[config.mk]
export PLATFORM = sky130hd
export DESIGN_NAME = rlc_ref_ladder_ctrl
export DESIGN_NICKNAME = d
export VERILOG_FILES = /design/src/hdl/rlc_tap_decode.v /design/src/hdl/rlc_pin_override.v /design/src/hdl/rlc_ref_ladder_ctrl.v
export VERILOG_INCLUDE_DIRS = /design/src /design/src/pkg
export SDC_FILE = /design/constraint.sdc
export NUM_CORES = 1
export LEC_CHECK = 0
export BUFFER_PORTS_ARGS = -buffer_cell sky130_fd_sc_hd__buf_2
export CAP_MARGIN = 20
export CORE_AREA = 5 5 82 84
export CTS_BUF_LIST = sky130_fd_sc_hd__clkbuf_8
export DETAILED_ROUTE_END_ITERATION = 6
export DIE_AREA = 0 0 87 89
export PLACE_DENSITY = 0.76
export SLEW_MARGIN = 20
export SYNTH_ARGS = -nofsm -noshare
export SYNTH_HDL_FRONTEND = slang
export SYNTH_SLANG_ARGS = --single-unit
[constraint.sdc]
create_clock -name ref_clk -period 1.6 [get_ports ref_clk]
set_input_delay 0.32 -clock ref_clk [delete_from_list [all_inputs] [get_ports ref_clk]]
set_output_delay 0.32 -clock ref_clk [all_outputs]
set_load 0.03 [all_outputs]
[src/pkg/rlc_consts.vh]
// register offsets, field positions, reset values and widths of the reference ladder control
`ifndef RLC_CONSTS_VH
`define RLC_CONSTS_VH

// register addresses on the plain register port
`define RLC_ADDR_W          4
`define RLC_OFS_CONTROL_A   4'h0
`define RLC_OFS_LEVEL       4'h1

// control register a field positions
`define RLC_BIT_ENABLE      7
`define RLC_BIT_PIN_A_OE    5
`define RLC_BIT_PIN_B_OE    4
`define RLC_BIT_HSS_HI      3
`define RLC_BIT_HSS_LO      2
`define RLC_BIT_LSS         0

// writable masks, unimplemented bits are zero
`define RLC_MASK_CONTROL_A  8'hbd
`define RLC_MASK_LEVEL      8'h1f

// reset values
`define RLC_RST_CONTROL_A   8'h00
`define RLC_RST_LEVEL       8'h00

// tap code width and tap count
`define RLC_TAP_W           5
`define RLC_TAP_COUNT       32

// high source select codes
`define RLC_HSS_SUPPLY      2'h0
`define RLC_HSS_EXT_PIN     2'h1
`define RLC_HSS_FIXED_REF   2'h2
`define RLC_HSS_RESERVED    2'h3

`endif

[src/hdl/rlc_tap_decode.v]
// one-hot decoder that picks a single ladder tap from the level code
`timescale 1ns/100ps
`include "rlc_consts.vh"

module rlc_tap_decode #(
    parameter TAP_W = `RLC_TAP_W,
    parameter TAPS  = `RLC_TAP_COUNT
) (
    // level code and gate
    input  wire [TAP_W-1:0] code,
    input  wire             enable,
    // one-hot tap switches
    output reg  [TAPS-1:0]  taps
);

    integer i;

    // no tap closes while disabled so the ladder draws nothing
    always @* begin
        taps = {TAPS{1'b0}};
        for (i = 0; i < TAPS; i = i + 1) begin
            if (enable && (code == i[TAP_W-1:0])) begin
                taps[i] = 1'b1;
            end
        end
    end

endmodule // rlc_tap_decode

[src/hdl/rlc_pin_override.v]
// override of one pad when it carries the ladder level
`timescale 1ns/100ps
`include "rlc_consts.vh"

module rlc_pin_override (
    // selection
    input  wire level_sel,
    // digital pad side
    input  wire pad_in,
    input  wire dig_out,
    input  wire dig_oe_b,
    input  wire dig_pullup_en,
    input  wire dig_ccd_en,
    // pad controls after override
    output wire pad_out,
    output wire pad_oe_b,
    output wire pad_in_en,
    output wire pad_pullup_en,
    output wire pad_ccd_en,
    output wire pad_analog_sw,
    output wire pad_rd
);

    // analog use: buffer off, detector off, pull-up and current drive off
    assign pad_out       = level_sel ? 1'b0 : dig_out;        // RL4
    assign pad_oe_b      = level_sel ? 1'b1 : dig_oe_b;       // RL4
    assign pad_in_en     = ~level_sel;                        // RL4
    assign pad_pullup_en = level_sel ? 1'b0 : dig_pullup_en;  // RL4
    assign pad_ccd_en    = level_sel ? 1'b0 : dig_ccd_en;     // RL4
    assign pad_analog_sw = level_sel;                         // RL3
    // reads return zero whatever the pad voltage
    assign pad_rd        = level_sel ? 1'b0 : pad_in;         // RL5

endmodule // rlc_pin_override

[src/hdl/rlc_ref_ladder_ctrl.v]
// register file and control of the 5-bit reference ladder converter
`timescale 1ns/100ps
`include "rlc_consts.vh"

// Behaviour
// RL1: ladder is powered and operated only while enable bit 7 of control a is set.
// RL2: low five bits of level register pick one of 32 taps.
// RL3: bits 5 and 4 of control a connect level to pin a and pin b.
// RL4: a level pin has buffer, detector, pull-up and current drive overridden off.
// RL5: a digital read of a level pin returns zero.
// RL6: bits 3:2 pick supply, external pin or fixed reference; code 11 reserved.
// RL7: bit 0 ties ladder low end to ground or external negative pin.
// RL8: converter keeps running in sleep; wake leaves control a unchanged.
// RL9: reset disables converter, disconnects both pins and clears level code.
// RL10: unimplemented bits read zero and ignore writes.
// RL11: writes take effect next edge; ladder controls are static registered lines.
module rlc_ref_ladder_ctrl #(
    parameter TAP_W = `RLC_TAP_W,
    parameter TAPS  = `RLC_TAP_COUNT
) (
    // clock and reset
    input  wire                   ref_clk,
    input  wire                   rst_b,
    // register port
    input  wire [`RLC_ADDR_W-1:0] reg_addr,
    input  wire [7:0]             reg_wdata,
    input  wire                   reg_wr,
    input  wire                   reg_rd,
    output reg  [7:0]             reg_rdata,
    // power state, accepted but has no effect on the converter
    input  wire                   sleep_active,
    // analog ladder controls
    output wire                   ladder_power_en,
    output wire [TAPS-1:0]        ladder_tap_sel,
    output wire                   high_src_supply,
    output wire                   high_src_ext_pin,
    output wire                   high_src_fixed_ref,
    output wire                   low_src_ground,
    output wire                   low_src_ext_pin,
    // pad a digital side
    input  wire                   pad_a_in,
    input  wire                   pad_a_dig_out,
    input  wire                   pad_a_dig_oe_b,
    input  wire                   pad_a_dig_pullup_en,
    input  wire                   pad_a_dig_ccd_en,
    // pad a controls
    output wire                   pad_a_out,
    output wire                   pad_a_oe_b,
    output wire                   pad_a_in_en,
    output wire                   pad_a_pullup_en,
    output wire                   pad_a_ccd_en,
    output wire                   level_pin_a,
    output wire                   pad_a_rd,
    // pad b digital side
    input  wire                   pad_b_in,
    input  wire                   pad_b_dig_out,
    input  wire                   pad_b_dig_oe_b,
    input  wire                   pad_b_dig_pullup_en,
    input  wire                   pad_b_dig_ccd_en,
    // pad b controls
    output wire                   pad_b_out,
    output wire                   pad_b_oe_b,
    output wire                   pad_b_in_en,
    output wire                   pad_b_pullup_en,
    output wire                   pad_b_ccd_en,
    output wire                   level_pin_b,
    output wire                   pad_b_rd
);

    reg  [7:0] control_a_q;
    reg  [7:0] control_a_d;
    reg  [7:0] level_q;
    reg  [7:0] level_d;
    wire       ladder_enable;
    wire       pin_a_level_out_en;
    wire       pin_b_level_out_en;
    wire [1:0] high_source_select;
    wire       low_source_select;
    wire [TAP_W-1:0] tap_code;
    wire [TAPS-1:0]  tap_sel_d;
    reg  [TAPS-1:0]  tap_sel_q;
    reg              ladder_power_q;
    reg              high_supply_d;
    reg              high_supply_q;
    reg              high_ext_pin_d;
    reg              high_ext_pin_q;
    reg              high_fixed_ref_d;
    reg              high_fixed_ref_q;
    reg              low_ground_d;
    reg              low_ground_q;
    reg              low_ext_pin_d;
    reg              low_ext_pin_q;
    reg              pin_a_sel_q;
    reg              pin_b_sel_q;
    reg  [7:0]       rdata_d;

    // write decode; masks keep unimplemented bits at zero
    always @* begin
        control_a_d = control_a_q;
        level_d     = level_q;
        if (reg_wr && (reg_addr == `RLC_OFS_CONTROL_A)) begin
            control_a_d = reg_wdata & `RLC_MASK_CONTROL_A; // RL10
        end else if (reg_wr && (reg_addr == `RLC_OFS_LEVEL)) begin
            level_d = reg_wdata & `RLC_MASK_LEVEL; // RL10
        end
    end

    // sleep_active is left out of every process so nothing stops in sleep
    always @(posedge ref_clk or negedge rst_b) begin
        if (!rst_b) begin
            control_a_q <= `RLC_RST_CONTROL_A; // RL9
            level_q     <= `RLC_RST_LEVEL; // RL9
        end else begin
            control_a_q <= control_a_d; // RL11 RL8
            level_q     <= level_d; // RL11
        end
    end

    // read mux; unmapped addresses and idle cycles give zero
    always @* begin
        rdata_d = 8'h00;
        if (reg_rd) begin
            if (reg_addr == `RLC_OFS_CONTROL_A) begin
                rdata_d = control_a_q; // RL10
            end else if (reg_addr == `RLC_OFS_LEVEL) begin
                rdata_d = level_q; // RL10
            end else begin
                rdata_d = 8'h00;
            end
        end
    end

    // read data stands only in the cycle after the strobe
    always @(posedge ref_clk or negedge rst_b) begin
        if (!rst_b) begin
            reg_rdata <= 8'h00;
        end else begin
            reg_rdata <= rdata_d;
        end
    end

    // fields of the values the coming edge stores, so the switch flops stay in step with the registers
    assign ladder_enable      = control_a_d[`RLC_BIT_ENABLE];
    assign pin_a_level_out_en = control_a_d[`RLC_BIT_PIN_A_OE];
    assign pin_b_level_out_en = control_a_d[`RLC_BIT_PIN_B_OE];
    assign high_source_select = control_a_d[`RLC_BIT_HSS_HI:`RLC_BIT_HSS_LO];
    assign low_source_select  = control_a_d[`RLC_BIT_LSS];
    assign tap_code           = level_d[TAP_W-1:0];

    // tap decode of the next level code; gated by enable so a disabled ladder draws nothing
    rlc_tap_decode #(
        .TAP_W (TAP_W),
        .TAPS  (TAPS)
    ) u_tap_decode (
        .code   (tap_code),
        .enable (ladder_enable),
        .taps   (tap_sel_d)
    ); // RL2

    // source decode; reserved code closes no high switch, avoiding shorts between sources
    always @* begin
        high_supply_d    = 1'b0;
        high_ext_pin_d   = 1'b0;
        high_fixed_ref_d = 1'b0;
        low_ground_d     = 1'b0;
        low_ext_pin_d    = 1'b0;
        if (ladder_enable) begin
            case (high_source_select)
                `RLC_HSS_SUPPLY: begin
                    high_supply_d = 1'b1; // RL6
                end
                `RLC_HSS_EXT_PIN: begin
                    high_ext_pin_d = 1'b1; // RL6
                end
                `RLC_HSS_FIXED_REF: begin
                    high_fixed_ref_d = 1'b1; // RL6
                end
                default: begin
                    high_supply_d = 1'b0; // RL6
                end
            endcase
            if (low_source_select) begin
                low_ext_pin_d = 1'b1; // RL7
            end else begin
                low_ground_d = 1'b1; // RL7
            end
        end
    end

    // ladder power and tap switches; flops keep decode glitches from closing two taps at once
    always @(posedge ref_clk or negedge rst_b) begin
        if (!rst_b) begin
            ladder_power_q <= 1'b0; // RL9
            tap_sel_q      <= {TAPS{1'b0}}; // RL9
        end else begin
            ladder_power_q <= ladder_enable; // RL1 RL11
            tap_sel_q      <= tap_sel_d; // RL2 RL11
        end
    end

    // source switches, updated on the same edge as control a
    always @(posedge ref_clk or negedge rst_b) begin
        if (!rst_b) begin
            high_supply_q    <= 1'b0; // RL9
            high_ext_pin_q   <= 1'b0; // RL9
            high_fixed_ref_q <= 1'b0; // RL9
            low_ground_q     <= 1'b0; // RL9
            low_ext_pin_q    <= 1'b0; // RL9
        end else begin
            high_supply_q    <= high_supply_d; // RL6 RL11
            high_ext_pin_q   <= high_ext_pin_d; // RL6 RL11
            high_fixed_ref_q <= high_fixed_ref_d; // RL6 RL11
            low_ground_q     <= low_ground_d; // RL7 RL11
            low_ext_pin_q    <= low_ext_pin_d; // RL7 RL11
        end
    end

    // pin routing; independent of enable so a pin can be parked before the ladder starts
    always @(posedge ref_clk or negedge rst_b) begin
        if (!rst_b) begin
            pin_a_sel_q <= 1'b0; // RL9
            pin_b_sel_q <= 1'b0; // RL9
        end else begin
            pin_a_sel_q <= pin_a_level_out_en; // RL3 RL11
            pin_b_sel_q <= pin_b_level_out_en; // RL3 RL11
        end
    end

    // the analog side sees only flop outputs
    assign ladder_power_en    = ladder_power_q; // RL1
    assign ladder_tap_sel     = tap_sel_q; // RL2
    assign high_src_supply    = high_supply_q; // RL6
    assign high_src_ext_pin   = high_ext_pin_q; // RL6
    assign high_src_fixed_ref = high_fixed_ref_q; // RL6
    assign low_src_ground     = low_ground_q; // RL7
    assign low_src_ext_pin    = low_ext_pin_q; // RL7

    // pad a override, independent of pad b
    rlc_pin_override u_pin_a (
        .level_sel     (pin_a_sel_q),
        .pad_in        (pad_a_in),
        .dig_out       (pad_a_dig_out),
        .dig_oe_b      (pad_a_dig_oe_b),
        .dig_pullup_en (pad_a_dig_pullup_en),
        .dig_ccd_en    (pad_a_dig_ccd_en),
        .pad_out       (pad_a_out),
        .pad_oe_b      (pad_a_oe_b),
        .pad_in_en     (pad_a_in_en),
        .pad_pullup_en (pad_a_pullup_en),
        .pad_ccd_en    (pad_a_ccd_en),
        .pad_analog_sw (level_pin_a),
        .pad_rd        (pad_a_rd)
    ); // RL3 RL4 RL5

    // pad b override
    rlc_pin_override u_pin_b (
        .level_sel     (pin_b_sel_q),
        .pad_in        (pad_b_in),
        .dig_out       (pad_b_dig_out),
        .dig_oe_b      (pad_b_dig_oe_b),
        .dig_pullup_en (pad_b_dig_pullup_en),
        .dig_ccd_en    (pad_b_dig_ccd_en),
        .pad_out       (pad_b_out),
        .pad_oe_b      (pad_b_oe_b),
        .pad_in_en     (pad_b_in_en),
        .pad_pullup_en (pad_b_pullup_en),
        .pad_ccd_en    (pad_b_ccd_en),
        .pad_analog_sw (level_pin_b),
        .pad_rd        (pad_b_rd)
    ); // RL3 RL4 RL5

endmodule // rlc_ref_ladder_ctrl

* Word level (Yosys, flattened, before mapping)
Index checks and enable logic that the tools add are counted.
Storage, ports and cells: input port bits 27, register bits after elaboration 59, output and inout port bits 60, word-level logic and storage cells 143
Operators by class: multiplexer cells 58, reduce and logical (&&, ||, !) cells 37, bitwise logic cells 2, equal/unequal tests 34
Operators with widths (count):
- 5-bit == test, second input constant | 16
- 1-bit 2-to-1 mux | 52
- 5-bit by 4-bit == test with 1-bit output, second input constant | 8
- 1-bit logical AND | 34
- 8-bit 2-to-1 mux | 3
- 5-bit by 3-bit == test with 1-bit output, second input constant | 4
- 5-bit 2-to-1 mux | 3
- 5-bit by 2-bit == test with 1-bit output, second input constant | 2
- 5-bit by 1-bit == test with 1-bit output, second input constant | 1
- 5-bit zero test | 1
- 4-bit by 1-bit == test with 1-bit output, second input constant | 1
- 4-bit zero test | 1
- 2-bit by 1-bit == test with 1-bit output, second input constant | 1
- 2-bit == test, second input constant | 1
- 2-bit zero test | 1
- 1-bit NOT | 2

* Longest topological paths before layout
Gate-level depths: netlist (run 1).
word-level depth 7, gate-level depth with buffers 5, mapped depth without buffers 3

* Hierarchy
From an unflattened synthesis (run 1), not the netlist that was laid out.
Second synthesis, totals: cells, all modules 165, area, all modules 2114.5 um^2
By module, submodules not included:
- rlc_ref_ladder_ctrl | times used 1, area each 1795.5 um^2, sequential area each 1376.3 um^2, cells an instance 104
- rlc_tap_decode | times used 1, area each 234.0 um^2, sequential area each 0.0 um^2, cells an instance 47
- rlc_pin_override | times used 2, area each 42.5 um^2, sequential area each 0.0 um^2, cells an instance 7

* Worst setup path after synthesis (run 1)
Ideal clock, no wire load.
kind input to register, start point in reg_addr[1], end point reg tap_sel_q[10] (netlist: ladder_tap_sel[10]), stages 4, buffers on the path 1, setup time 139 ps, data required time 1461 ps, data arrival time 1489 ps, setup slack -27 ps, cell sequence nor4b_4 > mux2i_1 > buf_2 > a22oi_1
On the way: longest elaborated chain between the ends 7, elaborated cells on any way between the ends 10, classes of those cells 2 x eq/ne; 4 x mux; 4 x reduce/logical
RTL lines:
- start, declared | RTL line rlc_ref_ladder_ctrl.v:25 | input wire [`RLC_ADDR_W-1:0] reg_addr,
- 4-bit by 1-bit == test with 1-bit output (no line)
- 1-bit logical AND | RTL line rlc_ref_ladder_ctrl.v:103 | end else if (reg_wr && (reg_addr == `RLC_OFS_LEVEL)) begin
- 5-bit 2-to-1 mux | RTL line rlc_ref_ladder_ctrl.v:103
- 5-bit 2-to-1 mux | RTL line rlc_ref_ladder_ctrl.v:101 | if (reg_wr && (reg_addr == `RLC_OFS_CONTROL_A)) begin
- 5-bit by 4-bit == test with 1-bit output | RTL line rlc_tap_decode.v:22 | if (enable && (code == i[TAP_W-1:0])) begin
- 1-bit logical AND * | RTL line rlc_tap_decode.v:22
- 1-bit 2-to-1 mux * | RTL line rlc_tap_decode.v:22
- named net tap_sel_d[10] | RTL line rlc_ref_ladder_ctrl.v:80 | wire [TAPS-1:0] tap_sel_d;
- end signal, assigned | RTL line rlc_ref_ladder_ctrl.v:194 | tap_sel_q <= {TAPS{1'b0}};
- end signal, assigned | RTL line rlc_ref_ladder_ctrl.v:197 | tap_sel_q <= tap_sel_d;
- end, declared | RTL line rlc_ref_ladder_ctrl.v:81 | reg [TAPS-1:0] tap_sel_q;
The timed path passes the listed nets; every way through them passes the cells marked *.

==> summary.txt, run 1 <==
Synthesis
  – Number of library cell types mapped by synthesis: 34
  – Cells after Synth: 236
  – Ys flop type: dfrtp_1
  – Yosys Warn Count: 0
  – Sequential element share of the synthesized area: 53.2%
  – Post-synthesis mux area share: 4.55%
  – Mapped Area: 2590 um^2
  – Yosys reg bits: 55
  – Post-synthesis net count: 263
  – Simple-gate area share of the yosys netlist: 20.7%
  – Largest family of logic cells by synthesized area: simple AND/OR/NAND/NOR gates
  – Async S/R FF share, synth: 100%
  – Syn avg cell area: 11.0 um^2
  – Post-synthesis adder-cell area fraction: 0%
  – Number of synthesized flops with an enable pin: 0
  – Synth Area in XOR/XNOR: 0%
  – Post-synthesis compound-gate area fraction: 17.0%

Final layout
  – # nets final: 356
  – Syn-to-layout area delta: 27.0%
  – Design Area, Final: 3290 um^2
  – Non-filler cells, final: 404
  – Ant diodes: 0
  – Layout cells sized above 1: 38.3%

Placed design
  – Number of instances in the placed design: 395
  – Post-DP HPWL: 4720 um
  – RePlAce Congestion: 0.856
  – Placed cell areas: 3180 um^2
  – Port bufs: 83

Floorplan
  – Num ports: 87
  – Core box area: 5850 um^2
  – Die ar.: 7740 um^2
  – Die Span Y: 89 um
  – Chip Width: 87 um
  – Initial Utilization: 44.2%
  – Std-Cell Rows: 28

STA
  – Final Setup Violations: 0
  – Highest Clock Rate: 644 MHz
  – Post-route clock period utilization: 97.0%
  – RSZ-0062 raised after global routing: no
  – Clock skew: 0.00463 ns
  – Final min period: 1.55 ns
  – Max-slew violation count: 0
  – Final hold violations: 0

Power and ir drop
  – Switching Fraction: 34.4%
  – Internal: 2.13 mW
  – Sequential power share: 50.2%
  – Power Total: 3.25 mW
  – Clock network power share: 21.8%
  – Leak: 1.63 nW
  – Logic pwr share: 28.0%
  – Max VDD drop: 0.641 mV
  – Psw: 1.12 mW
  – P per Cell Area: 989 nW/um^2

Critical path
  – CP Capture Type: primary output
  – Startpoint Class: register
  – Crit-path max FO: 7
  – Worst Setup SP: control_a_q[4]$_DFFE_PN0P_
  – Setup CP Type: reg2out
  – Worst path arrival time: 1.23 ns
  – Worst EP required: 1.28 ns
  – FF-to-FF path depth: 4
  – Crit Reg-Reg Startpoint: level_q[1]$_DFF_PN0_

GRT
  – Initial antenna violation count: 0
  – Total gr overflow: 0
  – Pin count of the biggest net entering global routing: 22
  – All-Layer GR Usage: 16.5%
  – Number of global-route vias before repair: 2167
  – Global-route wire length before repair: 10100 um

Drt
  – DR iter-0 viols: 155
  – First drt pass iteration count: 4
  – Routed WL per cell: 15.3 um
  – DRC viols: 0
  – DR vias/cell: 5.50
  – DR vias: 2222
  – Final ANT Viol Nets: 0
  – Routed WL: 6180 um

Clock network
  – Clock buffer depth: 2
  – CTS sink cnt: 55
  – Root cell of the clock tree: clkbuf_8
  – Clock-pin transition on the worst setup and hold timing paths: 0.09 ns
  – CTS Buf Count: 5
  – CTS tree: built
  – Clock Latency Late Sink: 0.30 ns
  – H-tree Lvls: 2

Status
  – Status: complete, no violations

Worst hold path
  – Origin of the worst min-delay path: reg_wdata[5]
  – WHS Path Cells: 3
  – Min-delay worst type: in2reg

Run
  – # Max-Cap Violations: 0
[cells in the mapped netlist (5+ instances only)]
master    number  area share (%)
o21ai_0       21             4.1
nor2b_1       15             3.6
nor2_1         7             1.0
nand4_1       18             4.4
mux2_2         6             2.6
dfrtp_1       55              53
nand3_1        6             1.2
buf_2          6             1.2
nand2_1        9             1.3
mux2i_1        5             1.9
clkbuf_1       9             1.3
a22oi_1       35              10
[sequential cells by signal, summed over array words and instances, names as in the netlist, 5 cells and up]
name,cells
control_a_q,5
level_q,5
ladder_tap_sel,32
reg_rdata,7
[worst paths after layout]
check / endpoint / slack, ns
max in group asynchronous: control_a_q[4]$_DFFE_PN0P_ / 0.52
setup reg to reg: ladder_tap_sel[20]$_DFF_PN0_ / 0.12
hold / removal: control_a_q[5]$_DFFE_PN0P_ / 0.26
setup / recovery: pad_b_oe_b / 0.05
min in group asynchronous: reg_rdata[1]$_DFF_PN0_ / 0.48
hold reg to reg: control_a_q[3]$_DFF_PN0_ / 0.60
[critical path, stage by stage, from the launching register on]
cell and delay [ns]:
dfrtp_2 0.46, or2_2 0.30, buf_2 0.18
[power by group through the flow]
stage	clock network (mW)	logic [mW]	registers (mW)
floorplan	0	0.488	1.73
global placement	0	0.885	1.65
detailed placement	0	0.900	1.66
CTS	0.735	0.905	1.63
global route	0.778	0.984	1.65
finish	0.710	0.909	1.63
[what timing repair did]
| action | in CTS | in global routing |
|---|---|---|
| endpoints found under the hold margin | 19 | 0 |
| buffers inserted | 0 | 1 |
| hold buffers | 1 | 0 |
| resized for setup | 0 | 1 |
| endpoints found under the setup margin | 0 | 1 |
[stage by stage]
step | hold slack (ns) | TNS (ns) | util, % | worst slack, ns
floorplan | 0.0244 | 0 | - | 0.00357
global placement | 0.279 | -3.08 | 54.4 | -0.136
detailed placement | 0.279 | -4.17 | 54.4 | -0.163
CTS | 0.259 | 0 | 56.0 | 0.00868
global route | 0.282 | 0 | 56.2 | 0.00513
finish | 0.256 | 0 | 56.2 | 0.0484
[final cells by class]
| type | instances | area, um^2 |
|---|---|---|
| multi-input combinational | 157 | 1100 |
| sequential | 55 | 1380 |
| tap | 75 | 93.8 |
| clock buffer | 5 | 68.8 |
| clock inverter | 2 | 13.8 |
| inverter | 4 | 15.0 |
| fill | 520 | 2560 |
| timing repair buffer | 106 | 616 |
[cell usage in the layout (no fill, tap or decap), drive strengths merged, types with 2 or more instances in the layout]
cell	count
dfrtp	55
and2	2
a21boi	2
nor2b	15
clkbuf	5
and4b	4
mux2	6
nor3b	2
nor2	8
nor4bb	4
buf	105
nand2	9
nand4	18
clkinv	2
nor3	2
a221oi	2
a2111o	2
o21ai	22
inv	4
nor4b	5
a22oi	35
mux2i	5
nand3	6
or2	2
[routing by layer]
layer	vias up	part of all wire, %	track usage (%)
met5	-	0	0
met4	0	1.1	5.38
met3	7	7.3	2.86
met2	79	51	27.8
met1	1061	41	21.7
li1	1075	-	-
[cells by family after synthesis]
kind of cell    Yosys count
compound gates           64
buf+inv                  24
flops                    55
mux                      11
other cells               1
simple gates             81
Power figures use the tool's default switching activity.
==> run 2: changes to the inputs <==
--- a/config.mk
+++ b/config.mk
@@ -8,12 +8,13 @@
 export LEC_CHECK = 0
 export BUFFER_PORTS_ARGS = -buffer_cell sky130_fd_sc_hd__buf_2
 export CAP_MARGIN = 20
-export CORE_AREA = 5 5 82 84
+export CORE_AREA = 5 5 75 77
 export CTS_BUF_LIST = sky130_fd_sc_hd__clkbuf_8
 export DETAILED_ROUTE_END_ITERATION = 6
-export DIE_AREA = 0 0 87 89
-export PLACE_DENSITY = 0.76
+export DIE_AREA = 0 0 80 82
+export PLACE_DENSITY = 0.78
 export SLEW_MARGIN = 20
 export SYNTH_ARGS = -nofsm -noshare
 export SYNTH_HDL_FRONTEND = slang
+export SYNTH_HIERARCHICAL = 1
 export SYNTH_SLANG_ARGS = --single-unit
==> run 2 against run 1 <==
Compared with the run above: the flow now finishes with violations (negative setup slack); hold slack worse by 0.0022 ns; area after synthesis is 18% lower; combinational power grew 23%; fmax decreased by 16%; final area shrank 8.8%; largest power group unchanged; first-iteration DRC count down 53%.
==> summary.txt, run 2 <==
GRT
  – Initial antenna violation count: 0 (unchanged)
  – Global-route wire length before repair: 7510 um (was 10100 um)
  – Total gr overflow: 0 (unchanged)
  – Pin count of the biggest net entering global routing: 56 (was 22)
  – All-Layer GR Usage: 15.3% (was 16.5%)
  – Number of global-route vias before repair: 1635 (was 2167)

STA
  – Final hold slack: 0.253 ns (was 0.256 ns)
  – Clock skew: 0.00620 ns (was 0.00463 ns)
  – RSZ-0062 raised after global routing: yes (was no)
  – Highest Clock Rate: 540 MHz (was 644 MHz)
  – Post-route setup TNS: -5.48 ns (was 0 ns)
  – Post-route clock period utilization: 116% (was 97.0%)
  – Final Worst Setup Slack: -0.254 ns (was 0.0484 ns)
  – Final min period: 1.85 ns (was 1.55 ns)
  – Final hold violations: 0 (unchanged)
  – Final Setup Violations: 32 (was 0)
  – Max-slew violation count: 0 (unchanged)

Run
  – # Max-Cap Violations: 0 (unchanged)

Final layout
  – Most common cell after layout, fill and taps aside: buf_2 (unchanged)
  – # nets final: 293 (was 356)
  – Syn-to-layout area delta: 41.7% (was 27.0%)
  – Ant diodes: 0 (unchanged)
  – Layout cells sized above 1: 53.6% (was 38.3%)
  – Non-filler cells, final: 337 (was 404)
  – Most frequent cells in the layout: buf_2, dfrtp_1, nor2_1 (was buf_2, dfrtp_1, a22oi_1)
  – Finished Core Util: 60.6% (was 56.2%)
  – Number of fill cells: 422 (was 520)
  – Design Area, Final: 3000 um^2 (was 3290 um^2)
  – Largest register FFs: 32 (unchanged)

Synthesis
  – Post-synthesis net count: 192 (was 263)
  – Yosys Warn Count: 6 (was 0)
  – Count leader, synth: dfrtp_1 (unchanged)
  – Yosys reg bits: 55 (unchanged)
  – Cells after Synth: 165 (was 236)
  – Async S/R FF share, synth: 100% (unchanged)
  – Number of synthesized flops with an enable pin: 0 (unchanged)
  – Top post-synthesis cells by area: dfrtp_1, nor2_1, mux2i_1 (was dfrtp_1, a22oi_1, nand4_1)
  – Number of library cell types mapped by synthesis: 25 (was 34)
  – Top cell type's share of synthesized area: 65.1% (was 53.2%)
  – Syn avg cell area: 12.8 um^2 (was 11.0 um^2)
  – Most frequent cells after synthesis: dfrtp_1, nor2_1, mux2i_1, nor2b_1, mux2_2 (was dfrtp_1, a22oi_1, o21ai_0)
  – Sequential element share of the synthesized area: 65.1% (was 53.2%)
  – Ys flop type: dfrtp_1 (unchanged)
  – Cell accounting for the most synthesized area: dfrtp_1 (unchanged)
  – Mapped Area: 2110 um^2 (was 2590 um^2)

Critical path
  – Setup CP Type: in2reg (was reg2out)
  – Worst path arrival time: 2.10 ns (was 1.23 ns)
  – Critical path's slowest cell: or4b_4 (was dfrtp_2)
  – CP Capture Type: register (was primary output)
  – Worst EP required: 1.85 ns (was 1.28 ns)
  – Startpoint Class: primary input (was register)
  – CP max stage delay: 0.57 ns (was 0.46 ns)
  – Crit-path max FO: 4 (was 7)
  – Buf/Inv on CP: 1 (unchanged)
  – Top delay family on crit path: simple AND/OR/NAND/NOR gates (was flip-flops)
  – CP dominant cell by count: or4b_4
  – Cell Chain, Critical Path: buf_6 > nand2b_4 > or4b_4 > mux2_4 > or4b_4 > nor2_2 (was or2_2 > buf_2)

Drt
  – Final ANT Viol Nets: 0 (unchanged)
  – DR iter-0 viols: 73 (was 155)
  – DR vias/cell: 4.68 (was 5.50)
  – Routed WL per cell: 14.0 um (was 15.3 um)
  – DR vias: 1577 (was 2222)
  – First drt pass iteration count: 4 (unchanged)
  – Routed WL: 4720 um (was 6180 um)
  – DRC viols: 0 (unchanged)

Clock network
  – Root cell of the clock tree: clkbuf_8 (unchanged)
  – CTS tree: built (unchanged)
  – Clock buffer depth: 2 (unchanged)
  – Clock Latency Late Sink: 0.31 ns (was 0.30 ns)
  – H-tree Lvls: 2 (unchanged)
  – CTS sink cnt: 55 (unchanged)
  – CTS Buf Count: 5 (unchanged)
  – Clock-pin transition on the worst setup and hold timing paths: 0.09 ns (about the same)

Floorplan
  – Std-Cell Rows: 26 (was 28)
  – Chip Width: 80 um (was 87 um)
  – Core box area: 4940 um^2 (was 5850 um^2)
  – Die Span Y: 82 um (was 89 um)
  – Initial Utilization: 42.8% (was 44.2%)
  – Num ports: 87 (unchanged)
  – Die ar.: 6560 um^2 (was 7740 um^2)

Placed design
  – Pre-CTS setup slack: -0.700 ns (was -0.163 ns)
  – RePlAce Congestion: 0.748 (was 0.856)
  – Placed cell areas: 2680 um^2 (was 3180 um^2)
  – Port bufs: 83 (unchanged)
  – Post-DP HPWL: 3370 um (was 4720 um)
  – Number of instances in the placed design: 321 (was 395)

Power and ir drop
  – P per Cell Area: 1170 nW/um^2 (was 989 nW/um^2)
  – Psw: 1.13 mW (was 1.12 mW)
  – Leak: 1.60 nW (was 1.63 nW)
  – Internal: 2.37 mW (was 2.13 mW)
  – Sequential power share: 45.2% (was 50.2%)
  – Switching Fraction: 32.3% (was 34.4%)
  – Logic pwr share: 32.0% (was 28.0%)
  – Power Total: 3.51 mW (was 3.25 mW)
  – Max VDD drop: 0.634 mV (was 0.641 mV)
  – Clock network power share: 22.8% (was 21.8%)

Status
  – Status: finished with violations (was complete, no violations)
  – Violated checks: negative setup slack

Worst hold path
  – Min-delay worst type: in2reg (unchanged)
## run 2: cell types whose count changed in the layout (fill, tap and decap cells not counted), moves of 7 or more
cell,before,now
nor2_1,7,27
o21ai_0,21,0
nor2b_1,15,8
buf_4,20,10
buf_6,0,8
nor2_2,0,11
nand4_1,18,1
a22oi_1,35,0
## run 2: layout make-up
class                   instances  area (um^2)  area share [%]
inverters                       2         7.51           0.251
clock inverters                 1         3.75           0.125
multi-input cells              98          779            26.0
clock buffers                   7         96.3            3.22
flip-flops and latches         55         1380            45.9
well taps                      70         87.6            2.92
repair buffers                104          646            21.5
## run 2: logic make-up after synthesis
logic type             after synthesis  synth area share [%]
multiplexers                        20                  11.1
buffers and inverters               12                  3.37
AND/OR/NAND/NOR                     77                  20.3
other                                1                 0.177
flip-flops                          55                  65.1
## run 2: power by group through the flow
stage | Clock [mW] | Combinational, mW | Sequential, mW
2_1_floorplan | 0 | 0.492 | 1.73
4_1_cts | 0.818 | 1.08 | 1.59
6_report | 0.801 | 1.12 | 1.59
5_1_grt | 0.875 | 1.19 | 1.60
3_3_place_gp | 0 | 0.894 | 1.61
3_5_place_dp | 0 | 0.911 | 1.61
## run 2: path summary, 6_finish.rpt
kind / endpoint / depth (start not counted) / slack, ns / startpoint
worst max register to register: ladder_tap_sel[16]$_DFF_PN0_ / 3 / 0.20 / level_q[1]$_DFF_PN0_
min in group asynchronous: ladder_tap_sel[31]$_DFF_PN0_ / 3 / 0.53 / rst_b
worst max-delay path: ladder_tap_sel[16]$_DFF_PN0_ / 6 / -0.25 / reg_addr[1]
max in group asynchronous: ladder_tap_sel[21]$_DFF_PN0_ / 3 / 0.82 / rst_b
worst min-delay path: control_a_q[5]$_DFFE_PN0N_ / 2 / 0.25 / reg_wdata[5]
worst min register to register: reg_rdata[1]$_DFF_PN0_ / 2 / 0.52 / level_q[1]$_DFF_PN0_
## run 2: timing repair
item | CTS | global route
pin swaps | 21 | 11
resized for setup | 19 | 10
hold buffers | 1 | 0
endpoints found under the hold margin | 30 | 0
setup endpoints to repair | 32 | 32
setup buffers | 5 | 2
## run 2: worst register-to-register path, stage by stage (launching register included)
cell and delay [ns]:
dfrtp_1 0.39, mux2_4 0.27, or4b_4 0.57, nor2_2 0.12
## run 2: per-layer routing
layer | wire (um) | vias up | global-route usage (%) | share of wire, %
li1 | - | 736 | - | -
met2 | 2350 | 68 | 27.6 | 50
met5 | 0 | - | 0 | 0
met4 | 145 | 0 | 9.46 | 3.1
met3 | 319 | 11 | 3.40 | 6.8
met1 | 1900 | 762 | 16.2 | 40
